`src/common/ufcd_regs.vh`:
```
`ifndef UFCD_REGS_VH
`define UFCD_REGS_VH

// ****************************************************************
// Register map
// ****************************************************************
`define UFCD_ADDR_W 8
`define UFCD_OFF_CONTROL 8'h00
`define UFCD_OFF_STATUS 8'h1C
`define UFCD_OFF_FLAG_CLEAR 8'h20
`define UFCD_OFF_RECEIVE 8'h24
`define UFCD_OFF_TRANSMIT 8'h28

// ****************************************************************
// Reset values
// ****************************************************************
`define UFCD_RST_CONTROL 3'h0
`define UFCD_RST_FLAGS 21'h000000
`define UFCD_RST_CHAR 9'h000
`define UFCD_RST_WORD 32'h00000000
`define UFCD_RST_SYNC 2'h0
`define UFCD_RST_BIT 1'h0
`define UFCD_RST_TX_EMPTY 1'h1

// ****************************************************************
// Control fields
// ****************************************************************
`define UFCD_CTL_W 3
`define UFCD_CTL_PARITY_EN 0
`define UFCD_CTL_PARITY_ODD 1
`define UFCD_CTL_NINE_BIT 2

// ****************************************************************
// Status and flag-clear bit positions
// ****************************************************************
`define UFCD_FLAG_W 21
`define UFCD_FLAG_MSB 20
`define UFCD_BIT_PE 0
`define UFCD_BIT_FE 1
`define UFCD_BIT_NE 2
`define UFCD_BIT_OVR 3
`define UFCD_BIT_IDLE 4
`define UFCD_BIT_RXFULL 5
`define UFCD_BIT_TXC 6
`define UFCD_BIT_TXE 7
`define UFCD_BIT_LBD 8
`define UFCD_BIT_CTS 9
`define UFCD_BIT_RXTO 11
`define UFCD_BIT_EOB 12
`define UFCD_BIT_CM 17
`define UFCD_BIT_WSM 20
`define UFCD_CLEAR_MASK 21'h121B5F

// ****************************************************************
// Character fields
// ****************************************************************
`define UFCD_CHAR_W 9
`define UFCD_CHAR_MSB 8
`define UFCD_BYTE_MSB 7
`define UFCD_SEVEN_MSB 6

`endif

```
`src/hw/ufcd_flag_data_regs.v`:
```
// Implementation choice: the APB slave port.
`timescale 1ns/100ps
`default_nettype none
`include "ufcd_regs.vh"

module ufcd_flag_data_regs
(
    input wire clk,
    input wire resetn,
    input wire psel,
    input wire penable,
    input wire pwrite,
    input wire [`UFCD_ADDR_W-1:0] paddr,
    input wire [31:0] pwdata,
    input wire [3:0] pstrb,
    output wire pready,
    output wire pslverr,
    output reg [31:0] prdata,
    input wire [`UFCD_FLAG_W-1:0] flagSetEvents,
    input wire rxCharValid,
    input wire [`UFCD_CHAR_W-1:0] rxCharData,
    input wire txCharTaken,
    output wire txCharPending,
    output reg [`UFCD_CHAR_W-1:0] txChar,
    output wire parityEnable,
    output wire parityOdd,
    output wire nineBitWord
);

// ****************************************************************
// Reset release
// ****************************************************************
// Assertion is immediate; release passes two flops
reg [1:0] rstSync_reg;
wire rstn;

always @(posedge clk or negedge resetn)
begin
    if (!resetn)
        rstSync_reg <= `UFCD_RST_SYNC;
    else
        rstSync_reg <= {rstSync_reg[0], 1'b1};
end

assign rstn = rstSync_reg[1];

// ****************************************************************
// Bus decode
// ****************************************************************
wire setupPhase;
wire accessPhase;
wire writeAccess;
wire readAccess;
wire hitControl;
wire hitStatus;
wire hitClear;
wire hitReceive;
wire hitTransmit;
wire hitAny;
wire [31:0] laneMask;
wire [31:0] maskedData;

assign setupPhase = psel & ~penable;
assign accessPhase = psel & penable;
assign hitControl = (paddr == `UFCD_OFF_CONTROL);
assign hitStatus = (paddr == `UFCD_OFF_STATUS);
assign hitClear = (paddr == `UFCD_OFF_FLAG_CLEAR);
assign hitReceive = (paddr == `UFCD_OFF_RECEIVE);
assign hitTransmit = (paddr == `UFCD_OFF_TRANSMIT);
assign hitAny = hitControl | hitStatus | hitClear | hitReceive | hitTransmit;
assign writeAccess = accessPhase & pwrite & hitAny;
assign readAccess = accessPhase & ~pwrite & hitAny;
// Byte lanes gate the write data
assign laneMask = {{8{pstrb[3]}}, {8{pstrb[2]}}, {8{pstrb[1]}}, {8{pstrb[0]}}};
assign maskedData = pwdata & laneMask;

// Zero wait states; unmapped addresses answer with an error
assign pready = 1'b1;
assign pslverr = accessPhase & ~hitAny;

// ****************************************************************
// Control register
// ****************************************************************
// Lane 0 carries every control bit
reg [`UFCD_CTL_W-1:0] control_reg;

always @(posedge clk or negedge rstn)
begin
    if (!rstn)
        control_reg <= `UFCD_RST_CONTROL;
    else if (writeAccess & hitControl & pstrb[0])
        control_reg <= pwdata[`UFCD_CTL_W-1:0];
end

assign parityEnable = control_reg[`UFCD_CTL_PARITY_EN];
assign parityOdd = control_reg[`UFCD_CTL_PARITY_ODD];
assign nineBitWord = control_reg[`UFCD_CTL_NINE_BIT];

// ****************************************************************
// Flag-clear decode
// ****************************************************************
wire clearWrite;
wire parityErrClear;
wire framingErrClear;
wire noiseClear;
wire overrunClear;
wire idleLineClear;
wire txCompleteClear;
wire breakDetectClear;
wire clearToSendChangeClear;
wire rxTimeoutClear;
wire blockEndClear;
wire charMatchClear;
wire stopWakeupClear;
wire txWriteClear;
wire [`UFCD_FLAG_W-1:0] clearVec;
wire [`UFCD_FLAG_W-1:0] setVec;

assign clearWrite = writeAccess & hitClear;
assign parityErrClear = clearWrite & maskedData[`UFCD_BIT_PE];
assign framingErrClear = clearWrite & maskedData[`UFCD_BIT_FE];
assign noiseClear = clearWrite & maskedData[`UFCD_BIT_NE];
assign overrunClear = clearWrite & maskedData[`UFCD_BIT_OVR];
assign idleLineClear = clearWrite & maskedData[`UFCD_BIT_IDLE];
assign txCompleteClear = clearWrite & maskedData[`UFCD_BIT_TXC];
assign breakDetectClear = clearWrite & maskedData[`UFCD_BIT_LBD];
assign clearToSendChangeClear = clearWrite & maskedData[`UFCD_BIT_CTS];
assign rxTimeoutClear = clearWrite & maskedData[`UFCD_BIT_RXTO];
assign blockEndClear = clearWrite & maskedData[`UFCD_BIT_EOB];
assign charMatchClear = clearWrite & maskedData[`UFCD_BIT_CM];
assign stopWakeupClear = clearWrite & maskedData[`UFCD_BIT_WSM];

// Reserved positions never clear anything
assign clearVec = {stopWakeupClear,
                   2'b00,
                   charMatchClear,
                   4'h0,
                   blockEndClear,
                   rxTimeoutClear,
                   1'b0,
                   clearToSendChangeClear,
                   breakDetectClear,
                   1'b0,
                   txCompleteClear | txWriteClear,
                   1'b0,
                   idleLineClear,
                   overrunClear,
                   noiseClear,
                   framingErrClear,
                   parityErrClear};

// ****************************************************************
// Transmit data register
// ****************************************************************
wire txWrite;
wire [`UFCD_CHAR_W-1:0] txWritten;
wire txParityWide;
wire txParityNarrow;
wire txParityBit;
reg [`UFCD_CHAR_W-1:0] txLoad;
reg txBufferEmpty_reg;
reg txBufferEmpty_next;

assign txWrite = writeAccess & hitTransmit & pstrb[0];
assign txWriteClear = txWrite;
assign txWritten = {pstrb[1] & pwdata[`UFCD_CHAR_MSB], pwdata[`UFCD_BYTE_MSB:0]};
assign txParityWide = ^pwdata[`UFCD_BYTE_MSB:0];
assign txParityNarrow = ^pwdata[`UFCD_SEVEN_MSB:0];
assign txParityBit = parityOdd ^ (nineBitWord ? txParityWide : txParityNarrow);

// Parity takes the top data bit; bit 8 is unused in 8-bit mode
always @*
begin
    txLoad = txWritten;
    if (parityEnable)
    begin
        if (nineBitWord)
            txLoad[`UFCD_CHAR_MSB] = txParityBit;
        else
            txLoad[`UFCD_BYTE_MSB] = txParityBit;
    end
    if (!nineBitWord)
        txLoad[`UFCD_CHAR_MSB] = 1'b0;
end

always @(posedge clk or negedge rstn)
begin
    if (!rstn)
        txChar <= `UFCD_RST_CHAR;
    else if (txWrite)
        txChar <= txLoad;
end

// Shifter taking the character in the write cycle leaves the buffer full
always @*
begin
    txBufferEmpty_next = txBufferEmpty_reg;
    if (txCharTaken)
        txBufferEmpty_next = 1'b1;
    if (txWrite)
        txBufferEmpty_next = 1'b0;
end

always @(posedge clk or negedge rstn)
begin
    if (!rstn)
        txBufferEmpty_reg <= `UFCD_RST_TX_EMPTY;
    else
        txBufferEmpty_reg <= txBufferEmpty_next;
end

assign txCharPending = ~txBufferEmpty_reg;

// ****************************************************************
// Receive data register
// ****************************************************************
wire rxRead;
wire rxOverrun;
reg [`UFCD_CHAR_W-1:0] rxChar_reg;
reg rxBufferFull_reg;
reg rxBufferFull_next;

assign rxRead = readAccess & hitReceive;
assign rxOverrun = rxCharValid & rxBufferFull_reg & ~rxRead;

// Unread character is kept on overrun
always @(posedge clk or negedge rstn)
begin
    if (!rstn)
        rxChar_reg <= `UFCD_RST_CHAR;
    else if (rxCharValid & ~rxOverrun)
        rxChar_reg <= rxCharData;
end

// Read empties the buffer; an arrival in the same cycle wins
always @*
begin
    rxBufferFull_next = rxBufferFull_reg;
    if (rxRead)
        rxBufferFull_next = 1'b0;
    if (rxCharValid)
        rxBufferFull_next = 1'b1;
end

always @(posedge clk or negedge rstn)
begin
    if (!rstn)
        rxBufferFull_reg <= `UFCD_RST_BIT;
    else
        rxBufferFull_reg <= rxBufferFull_next;
end

// ****************************************************************
// Status flags
// ****************************************************************
reg [`UFCD_FLAG_W-1:0] flags_reg;
wire [`UFCD_FLAG_W-1:0] overrunSet;

// Overrun is raised here as well as by the shifter
assign overrunSet = {{(`UFCD_FLAG_W-1){1'b0}}, rxOverrun} << `UFCD_BIT_OVR;
assign setVec = (flagSetEvents | overrunSet) & `UFCD_CLEAR_MASK;

// Set beats clear so no event is lost
genvar i;
generate
    for (i = 0; i < `UFCD_FLAG_W; i = i + 1)
    begin : gFlag
        always @(posedge clk or negedge rstn)
        begin
            if (!rstn)
                flags_reg[i] <= `UFCD_RST_BIT;
            else if (setVec[i])
                flags_reg[i] <= 1'b1;
            else if (clearVec[i])
                flags_reg[i] <= 1'b0;
        end
    end
endgenerate

// ****************************************************************
// Read data
// ****************************************************************
wire [31:0] statusWord;
wire [`UFCD_CHAR_W-1:0] rxVisible;
reg [31:0] readMux;

assign statusWord = {11'h000,
                     flags_reg[`UFCD_FLAG_MSB:`UFCD_BIT_LBD],
                     txBufferEmpty_reg,
                     flags_reg[`UFCD_BIT_TXC],
                     rxBufferFull_reg,
                     flags_reg[`UFCD_BIT_IDLE:`UFCD_BIT_PE]};

// Parity bit arrives from the shifter in the character MSB
assign rxVisible = nineBitWord ? rxChar_reg :
                   {1'b0, rxChar_reg[`UFCD_BYTE_MSB:0]};

// Reserved bits and the flag-clear register read as zero
always @*
begin
    readMux = `UFCD_RST_WORD;
    if (hitControl)
        readMux = {29'h00000000, control_reg};
    else if (hitStatus)
        readMux = statusWord;
    else if (hitClear)
        readMux = `UFCD_RST_WORD;
    else if (hitReceive)
        readMux = {23'h000000, rxVisible};
    else if (hitTransmit)
        readMux = {23'h000000, txChar};
end

// Sampled in the setup cycle so the access phase sees stable data
always @(posedge clk or negedge rstn)
begin
    if (!rstn)
        prdata <= `UFCD_RST_WORD;
    else if (setupPhase & ~pwrite)
        prdata <= readMux;
end

endmodule
`default_nettype wire

```
`config.mk`:
```
export PLATFORM = sky130hd
export DESIGN_NAME = ufcd_flag_data_regs
export DESIGN_NICKNAME = d
export VERILOG_FILES = /design/src/hw/ufcd_flag_data_regs.v
export VERILOG_INCLUDE_DIRS = /design/src /design/src/common
export SDC_FILE = /design/constraint.sdc
export NUM_CORES = 1
export LEC_CHECK = 0
export BUFFER_PORTS_ARGS = -buffer_cell sky130_fd_sc_hd__buf_2
export CAP_MARGIN = 20
export CORE_UTILIZATION = 41
export DETAILED_ROUTE_END_ITERATION = 7
export PLACE_DENSITY = 0.76
export RECOVER_POWER = 100
export SLEW_MARGIN = 10
export SYNTH_ARGS = -nofsm -noshare
export SYNTH_HDL_FRONTEND = slang
export SYNTH_SLANG_ARGS = --single-unit
```
`constraint.sdc`:
```
create_clock -name clk -period 1.4 [get_ports clk]
set_input_delay 0.07 -clock clk [delete_from_list [all_inputs] [get_ports clk]]
set_output_delay 0.07 -clock clk [all_outputs]
set_load 0.02 [all_outputs]
```
# Word level (Yosys, flattened, before mapping)
# Cells that the tools add are included.
# Widths: inputs -> output; s select.
[word_totals] regBits=69 input_bits=81 out_inout_bits=47 word_cells=123
[classes] eq_ne=4 mux=39 n_bitwise=44 n_reduce_logical=17
[op_table] op="$mux 32" n=4
[op_table] op="$mux 1" n=32
[op_table] op="$and 1x1->1" n=30
[op_table] op="$reduce_bool 2->1" n=14
[op_table] op="$eq 8x6->1 const B" n=3
[op_table] op="$and 21x21->21" n=1
[op_table] op="$or 21x4->21" n=1
[op_table] op="$mux 9" n=2
[op_table] op="$eq 8x5->1 const B" n=1
[op_table] op="$logic_not 8->1" n=1
[op_table] op="$reduce_xor 8->1" n=1
[op_table] op="$reduce_xor 7->1" n=1
[op_table] op="$not 1->1" n=6
[op_table] op="$or 1x1->1" n=5
[op_table] op="$mux 2" n=1
[op_table] op="$xor 1x1->1" n=1

# Depth between registers and ports, before layout
# Gate-level depths: netlist of the first run.
[logic_depth] ltp_word=11 depth_mapped=6 ltp_nobuf=5

# Least setup slack after synthesis of the first run
# No wires, ideal clock.
[synth_timing] path_type="input port to flip-flop" start="input paddr[7]" end="register txChar[1]" setup_time_ps=125 t_arrival_ps=1493 required_ps=1275 path_slack_ps=-218 path_stages=5 path_cell_list="or4_4 > nor2_1 > and4_1 > buf_6 > mux2_2"
[synth_between] elab_chain_len=8 word_cells_on_any_way=12 cone_classes="eq/ne: 4; bitwise: 7; reduce/logical: 1"
[synth_rtl] element="start: declaration" line="ufcd_flag_data_regs.v:13" rtl="input wire [`UFCD_ADDR_W-1:0] paddr,"
[synth_rtl] element="$eq 8x5->1 (no source line) or $logic_not 8->1 (tied branches)"
[synth_rtl] element="$or 1x1->1 (4 in series)" line="ufcd_flag_data_regs.v:70" rtl="assign hitAny = hitControl | hitStatus | hitClear | hitReceive | hitTransmit;"
[synth_rtl] element="$and 1x1->1" line="ufcd_flag_data_regs.v:71" rtl="assign writeAccess = accessPhase & pwrite & hitAny;"
[synth_rtl] element="$and 1x1->1 * (2 in series)" line="ufcd_flag_data_regs.v:164" rtl="assign txWrite = writeAccess & hitTransmit & pstrb[0];"
[synth_rtl] element="end signal: assignment" line="ufcd_flag_data_regs.v:189" rtl="txChar <= `UFCD_RST_CHAR;"
[synth_rtl] element="end signal: assignment" line="ufcd_flag_data_regs.v:191" rtl="txChar <= txLoad;"
[synth_rtl] element="end: declaration" line="ufcd_flag_data_regs.v:24" rtl="output reg [`UFCD_CHAR_W-1:0] txChar,"
# Mark *: on every way between the ends. The rest lies on a longest branch, timed or not.
# A chain may end at the register's enable or synchronous reset.

# Worst setup path after layout of the first run
[layout_timing] start="input paddr[0]" end="register txChar[1]"
# The elaborated chain is that of the path after synthesis.

==> flow_summary.yaml, run 1 <==
routing:
  vias: 2031
  first_pass_iters: 4
  initialDrtViolationCount: 62
  wirelength_mm: 6.043
  drc_errors: 0
  via_per_inst: 4.918
  ant_nets: 0
  wl_per_cell_um: 14.63
synthesis:
  synth-edff-count: 0
  synthSimpleGateAreaFrac_pct: 12.13
  synth_xor_area_share_pct: 2.820
  synth_top_area_share_pct: 50.35
  yosysSeqAreaShare_pct: 51.41
  synth_area_leader_cell: "dfrtp_1"
  syn_inst: 216
  synth_compound_area_share_pct: 14.50
  synthAdderAreaFrac_pct: 0.4028
  avgSynthCellArea_um2: 11.50
  synth_most_common_cell: "dfrtp_1"
  ys_seq_elements: 51
  synth_mux_area_share_pct: 9.416
  yosys-top-cells-area: "dfrtp_1 (50%), mux2_2 (8.6%), buf_4 (5.7%)"
  async_flop_share_pct: 100.0
  ys.warnings.count: 0
  synth_top_family_by_area: "compound AO/OA/AOI/OAI gates"
  synthTopCellsByCount: "dfrtp_1 (50), buf_4 (19), mux2_2 (19)"
  synth.distinct_cells: 40
  syn-cell-area_mm2: 0.002485
  ys.flop_type: "dfrtp_1"
job:
  cap_violations: 0
timing:
  setup_ws_ns: 0.007200
  fmax_mhz: 718.0
  fin_hold_ws_ns: 0.01743
  period_share_pct: 99.49
  worstMarginPinSlew_ns: 0.6496
  final_hold_viol_count: 0
  skew_ns: 0.008428
  period_minus_slack_ns: 1.393
  relSlewSlack_pct: 56.70
  setup_viol: 0
  final.setup.tns_ns: 0
  slew_viol_final: 0
grt:
  track_usage_pct: 19.42
  met3_usage_pct: 3.200
  globalRouteMet2Util_pct: 33.08
  grt.overflow.total: 0
  grt_pass1_wl_mm: 9.294
  antenna_found_initial: 0
  met1_usage_pct: 25.31
  grt_max_degree: 50
  grt_pass1_vias: 2000
  busiest_layer: "met2"
cts:
  cts-root-buf: "clkbuf_8"
  path_clk_slew_ns: 0.09
  insertion_delay_ns: 0.31
  cts_tree: "done"
  numCtsBuffers: 5
  htree_levels: 2
  cts_setup_buffers: 0
  clockBufferDepth: 2
  clock_sinks: 51
critical_path:
  r2r_slack_ns: 0.12
  arrival_ns: 1.59
  worstReg2RegEnd: "txChar[7]$_DFFE_PN0P_"
  critPathCaptureType: "flip-flop"
  timing.rr.start: "control_reg[1]$_DFFE_PN0P_"
  crit_path_top_delay_cell: "or4_4"
  path_cells: "buf_2 -> or4_4 -> nor2_4 -> and4_4 -> mux2_4"
  crit_family: "simple AND/OR/NAND/NOR gates"
  critPathMaxFanout: 6
  critPathBufInv: 1
  start_kind: "primary input"
  worstSetupPathType: "in -> reg"
  worstPathRequired_ns: 1.59
  r2r_cells: 5
  cpPeakStageDelay_ns: 0.60
power_and_ir_drop:
  peakVddDrop_uv: 554.2
  cellPowerDensity_mw_per_mm2: 836.9
  power_uw: 2865
  p_leak_uw: 0.001554
placed_design:
  place.gp.congestion: 0.8588
  dpl.hpwl_mm: 4.426
  place_area_mm2: 0.003099
  dpl_worst_slack_ns: -0.3422
  portBuffers: 80
floorplan:
  dieHeight_um: 79.85
  fp.dieW_um: 79.85
  coreArea_mm2: 0.005675
  ios: 128
  start_util_pct: 43.78
  dieArea_mm2: 0.006376
  rows: 27
min_path:
  min-delay-start: "pwdata[5]"
  holdPathStages: 2
  hold_end: "txChar[5]$_DFFE_PN0P_"
  hp-class: "in -> reg"
layout:
  nNetsFinal: 421
  nFillCells: 516
  stdcell_area_mm2: 0.003423
  largest_reg_flops: 14
  syn_to_final_growth_pct: 37.76
  drive_gt1_share_pct: 36.36
  antennaDiodeCount: 0
status:
  status: "finished clean"
-- worst max path at each step --
| stage | startpoint | endpoint | slack, ns | cells past startpoint |
|---|---|---|---|---|
| 6_report | paddr[0] | txChar[1]$_DFFE_PN0P_ | 0.007 | 5 |
| 5_1_grt | paddr[0] | txChar[2]$_DFFE_PN0P_ | -0.003 | 5 |
| 4_1_cts | paddr[0] | prdata[7]$_DFFE_PN0P_ | 0.009 | 6 |
| 3_5_place_dp | paddr[0] | flags_reg[0]$_DFFE_PN0P_ | -0.34 | 6 |
| 3_3_place_gp | paddr[0] | flags_reg[0]$_DFFE_PN0P_ | -0.30 | 6 |
| 2_1_floorplan | paddr[0] | txChar[1]$_DFFE_PN0P_ | -0.15 | 5 |
-- layer usage --
metal,wire [um],up-vias,share of wire (%)
li1,-,992,-
met1,2795,945,46
met2,2815,82,47
met3,341,12,5.6
met4,91,0,1.5
met5,0,-,0
-- what timing repair did --
| action | CTS | global route |
|---|---|---|
| endpoints found under the setup margin | 4 | 18 |
| hold buffers | 23 | 0 |
| pin swaps | 1 | 2 |
| endpoints found under the hold margin | 24 | 0 |
| resized for setup | 0 | 4 |
| gates cloned | 0 | 1 |
-- logic make-up (layout without fill, tap and decap cells) --
group	count (synthesis)	in the layout
AND/OR/NAND/NOR	52	53
adder cells (fa/ha/maj)	1	1
XOR/XNOR	8	8
other	2	20
AO/OA/AOI/OAI	49	49
multiplexers	21	21
flip-flops	51	51
buffers and inverters	32	138
-- placed cells by master (no fill, tap or decap), drive strengths merged, types with 2 or more instances in the layout --
master       netlist  final
nand2             17     17
dfrtp             50     50
conb               2     20
inv                6      6
a21oi              4      4
mux2              19     19
nand3              6      6
and4               1      2
nor2               4      4
dlygate4sd3        0     23
o22ai              4      4
a31o               2      2
nor4               3      3
buf               25     76
clkbuf             1     32
nand2b             2      2
o21ai              8      8
a221o              7      7
nor3               9      9
a21o              10     10
mux2i              2      2
a22o               5      5
xnor2              7      7
a22oi              8      8
nor2b              3      3
-- report_power, final --
part | internal (uW) | switching [uW]
Sequential | 1480 | 7.26
Clock | 535 | 461
Combinational | 171 | 207
Total | 2190 | 675
-- metrics by stage --
stage | util (%) | cells
after floorplan | - | 234
after global placement | 54.61 | 381
after detailed placement | 54.61 | 381
after CTS | 60.54 | 412
after global routing | 60.32 | 413
final | 60.32 | 413
-- cell type report --
cell class                 instances  area, um2  area share (%)
multi-input combinational        152       1155           33.74
clock buffer                       7      76.32           2.230
timing repair buffer             124      770.7           22.51
clock inverter                     1      30.03          0.8772
sequential                        51       1279           37.35
inverter                           6      22.52          0.6579
tap                               72      90.09           2.632
(Power assumes the default switching activity.)
==> run 2, diff against run 1 <==
--- a/config.mk
+++ b/config.mk
@@ -8,6 +8,7 @@
 export LEC_CHECK = 0
 export BUFFER_PORTS_ARGS = -buffer_cell sky130_fd_sc_hd__buf_2
 export CAP_MARGIN = 20
+export CORE_ASPECT_RATIO = 1.75
 export CORE_UTILIZATION = 41
 export DETAILED_ROUTE_END_ITERATION = 7
 export PLACE_DENSITY = 0.76
==> run 2 against run 1 <==
Net effect:
- combinational power about the same
- first-iteration DRC count up 34%
- non-clock buffer count down 1
- highest routed layer unchanged
==> flow_summary.yaml, run 2 (same netlist as run 1, synthesis figures left out) <==
grt:
  antenna_found_initial: 0
  globalRouteMet2Util_pct: 36.73
  busiest_layer: "met2"
  grt.overflow.total: 0
  met3_usage_pct: 3.837
  grt_pass1_wl_mm: 9.873
  track_usage_pct: 20.90
  grt_max_degree: 36
  met1_usage_pct: 24.09
  grt_pass1_vias: 2101
critical_path:
  arrival_ns: 1.57
  crit_path_top_delay_cell: "or4_4"
  cpPeakStageDelay_ns: 0.60
  path_cells: "buf_2 -> or4_4 -> nor2_4 -> and4_2 -> mux2_4"
  critPathCaptureType: "flip-flop"
  start_kind: "primary input"
  r2r_slack_ns: 0.10
  worstPathRequired_ns: 1.60
  worstSetupPathType: "in -> reg"
  critPathMaxFanout: 6
  r2r_cells: 5
  worstReg2RegEnd: "txChar[7]$_DFFE_PN0P_"
  timing.rr.start: "control_reg[1]$_DFFE_PN0P_"
cts:
  numCtsBuffers: 5
  path_clk_slew_ns: 0.09
  clock_sinks: 51
  htree_levels: 2
  cts_setup_buffers: 0
  clockBufferDepth: 2
  insertion_delay_ns: 0.31
  cts_tree: "done"
  cts-root-buf: "clkbuf_8"
power_and_ir_drop:
  power_uw: 2759
  p_seq_share_pct: 54.3
  p_int_uw: 2064
  clkPwrFrac_pct: 32.0
  p_switching_uw: 695.0
  power_frac_comb_pct: 13.7
  p_leak_uw: 0.001533
  peakVddDrop_uv: 750.2
  cellPowerDensity_mw_per_mm2: 812.0
  p_sw_share_pct: 25.19
floorplan:
  fp.dieW_um: 60.85
  dieArea_mm2: 0.006388
  dieHeight_um: 105.0
  ios: 128
  coreArea_mm2: 0.005879
  rows: 37
  start_util_pct: 42.26
timing:
  period_minus_slack_ns: 1.374
  relSlewSlack_pct: 57.21
  final_hold_viol_count: 0
  rsz0062_at_grt: "no"
  setup_viol: 0
  slew_viol_final: 0
  period_share_pct: 98.17
  skew_ns: 0.01335
  fmax_mhz: 727.6
  worstMarginPinSlew_ns: 0.6418
placed_design:
  portBuffers: 80
  place_area_mm2: 0.003099
  dpl.hpwl_mm: 4.636
  place.gp.congestion: 0.8657
job:
  cap_violations: 0
min_path:
  holdPathStages: 2
  hold_end: "txChar[5]$_DFFE_PN0P_"
  min-delay-start: "pwdata[5]"
  hp-class: "in -> reg"
routing:
  vias: 2102
  wirelength_mm: 6.154
  drc_errors: 0
  initialDrtViolationCount: 83
  wl_per_cell_um: 14.72
  ant_nets: 0
  first_pass_iters: 4
  via_per_inst: 5.029
layout:
  final_cell_mix: "buf_2 (52), dfrtp_1 (50), clkbuf_1 (29), dlygate4sd3_1 (23), conb_1 (20)"
  final_common_cell: "buf_2"
  largest_reg_flops: 14
  antennaDiodeCount: 0
  drive_gt1_share_pct: 33.82
  syn_to_final_growth_pct: 36.76
  nNetsFinal: 420
  final_util_pct: 57.80
  nFillCells: 550
  stdcell_area_mm2: 0.003398
status:
  status: "finished clean"
## run 2: cell types whose count changed in the layout (fill, tap and decap cells not counted), sizes merged
cell | before | now
clkbuf | 32 | 37
buf | 76 | 70
bufinv | 1 | 0
clkinv | 0 | 1
## run 2: how the worst max path moves through the flow
stage / from / end / cells after the start
after global routing: control_reg[1]$_DFFE_PN0P_ / txChar[7]$_DFFE_PN0P_ / 5
after CTS: paddr[0] / prdata[3]$_DFFE_PN0P_ / 6
after global placement: paddr[0] / txChar[6]$_DFFE_PN0P_ / 5
after detailed placement: paddr[0] / txChar[6]$_DFFE_PN0P_ / 5
after floorplan: paddr[0] / txChar[1]$_DFFE_PN0P_ / 5
final: paddr[0] / txChar[1]$_DFFE_PN0P_ / 5
## run 2: power by group through the flow
stage	Combinational (uW)	Sequential [uW]	Clock (uW)
detailed placement	328	1530	0
global route	418	1500	976
finish	377	1500	882
CTS	376	1500	905
floorplan	195	1550	0
global placement	323	1530	0
## run 2: what timing repair did
item	4_1_cts	5_1_grt
endpoints found under the hold margin	23	1
endpoints found under the setup margin	0	13
gates resized for setup	0	3
hold buffers	22	1
## run 2: metrics by stage
| stage | setup TNS, ns | instances | setup WS (ns) | hold slack, ns |
|---|---|---|---|---|
| 2_1_floorplan | -1.856 | 234 | -0.1491 | -0.2256 |
| 3_3_place_gp | -9.683 | 386 | -0.2906 | -0.1451 |
| 3_5_place_dp | -10.17 | 386 | -0.3178 | -0.1438 |
| 4_1_cts | 0 | 416 | 0.005210 | 0.003594 |
| 5_1_grt | 0 | 418 | 0.003410 | 0.002381 |
| 6_report | 0 | 418 | 0.02565 | 0.008426 |
## run 2: layer usage
metal / part of all wire (%) / vias to the layer above / wire length (um)
li1: - / 990 / -
met4: 2.4 / 0 / 149
met1: 39 / 1019 / 2397
met2: 55 / 80 / 3371
met5: 0 / - / 0
met3: 3.8 / 13 / 236
## run 2: critical path: cells and delay by family
family / cells / cell delay (ns)
multiplexers: 1 / 0.31
buffers and inverters: 1 / 0.11
AND/OR/NAND/NOR: 3 / 1.08
## run 2: cell type report
class | instances | area, um2 | area share [%]
clock buffer | 7 | 86.33 | 2.541
clock inverter | 1 | 8.758 | 0.2577
inverter | 6 | 22.52 | 0.6627
tap | 78 | 97.59 | 2.872
multi-input combinational | 152 | 1137 | 33.47
timing repair buffer | 123 | 768.2 | 22.61
sequential | 51 | 1277 | 37.59
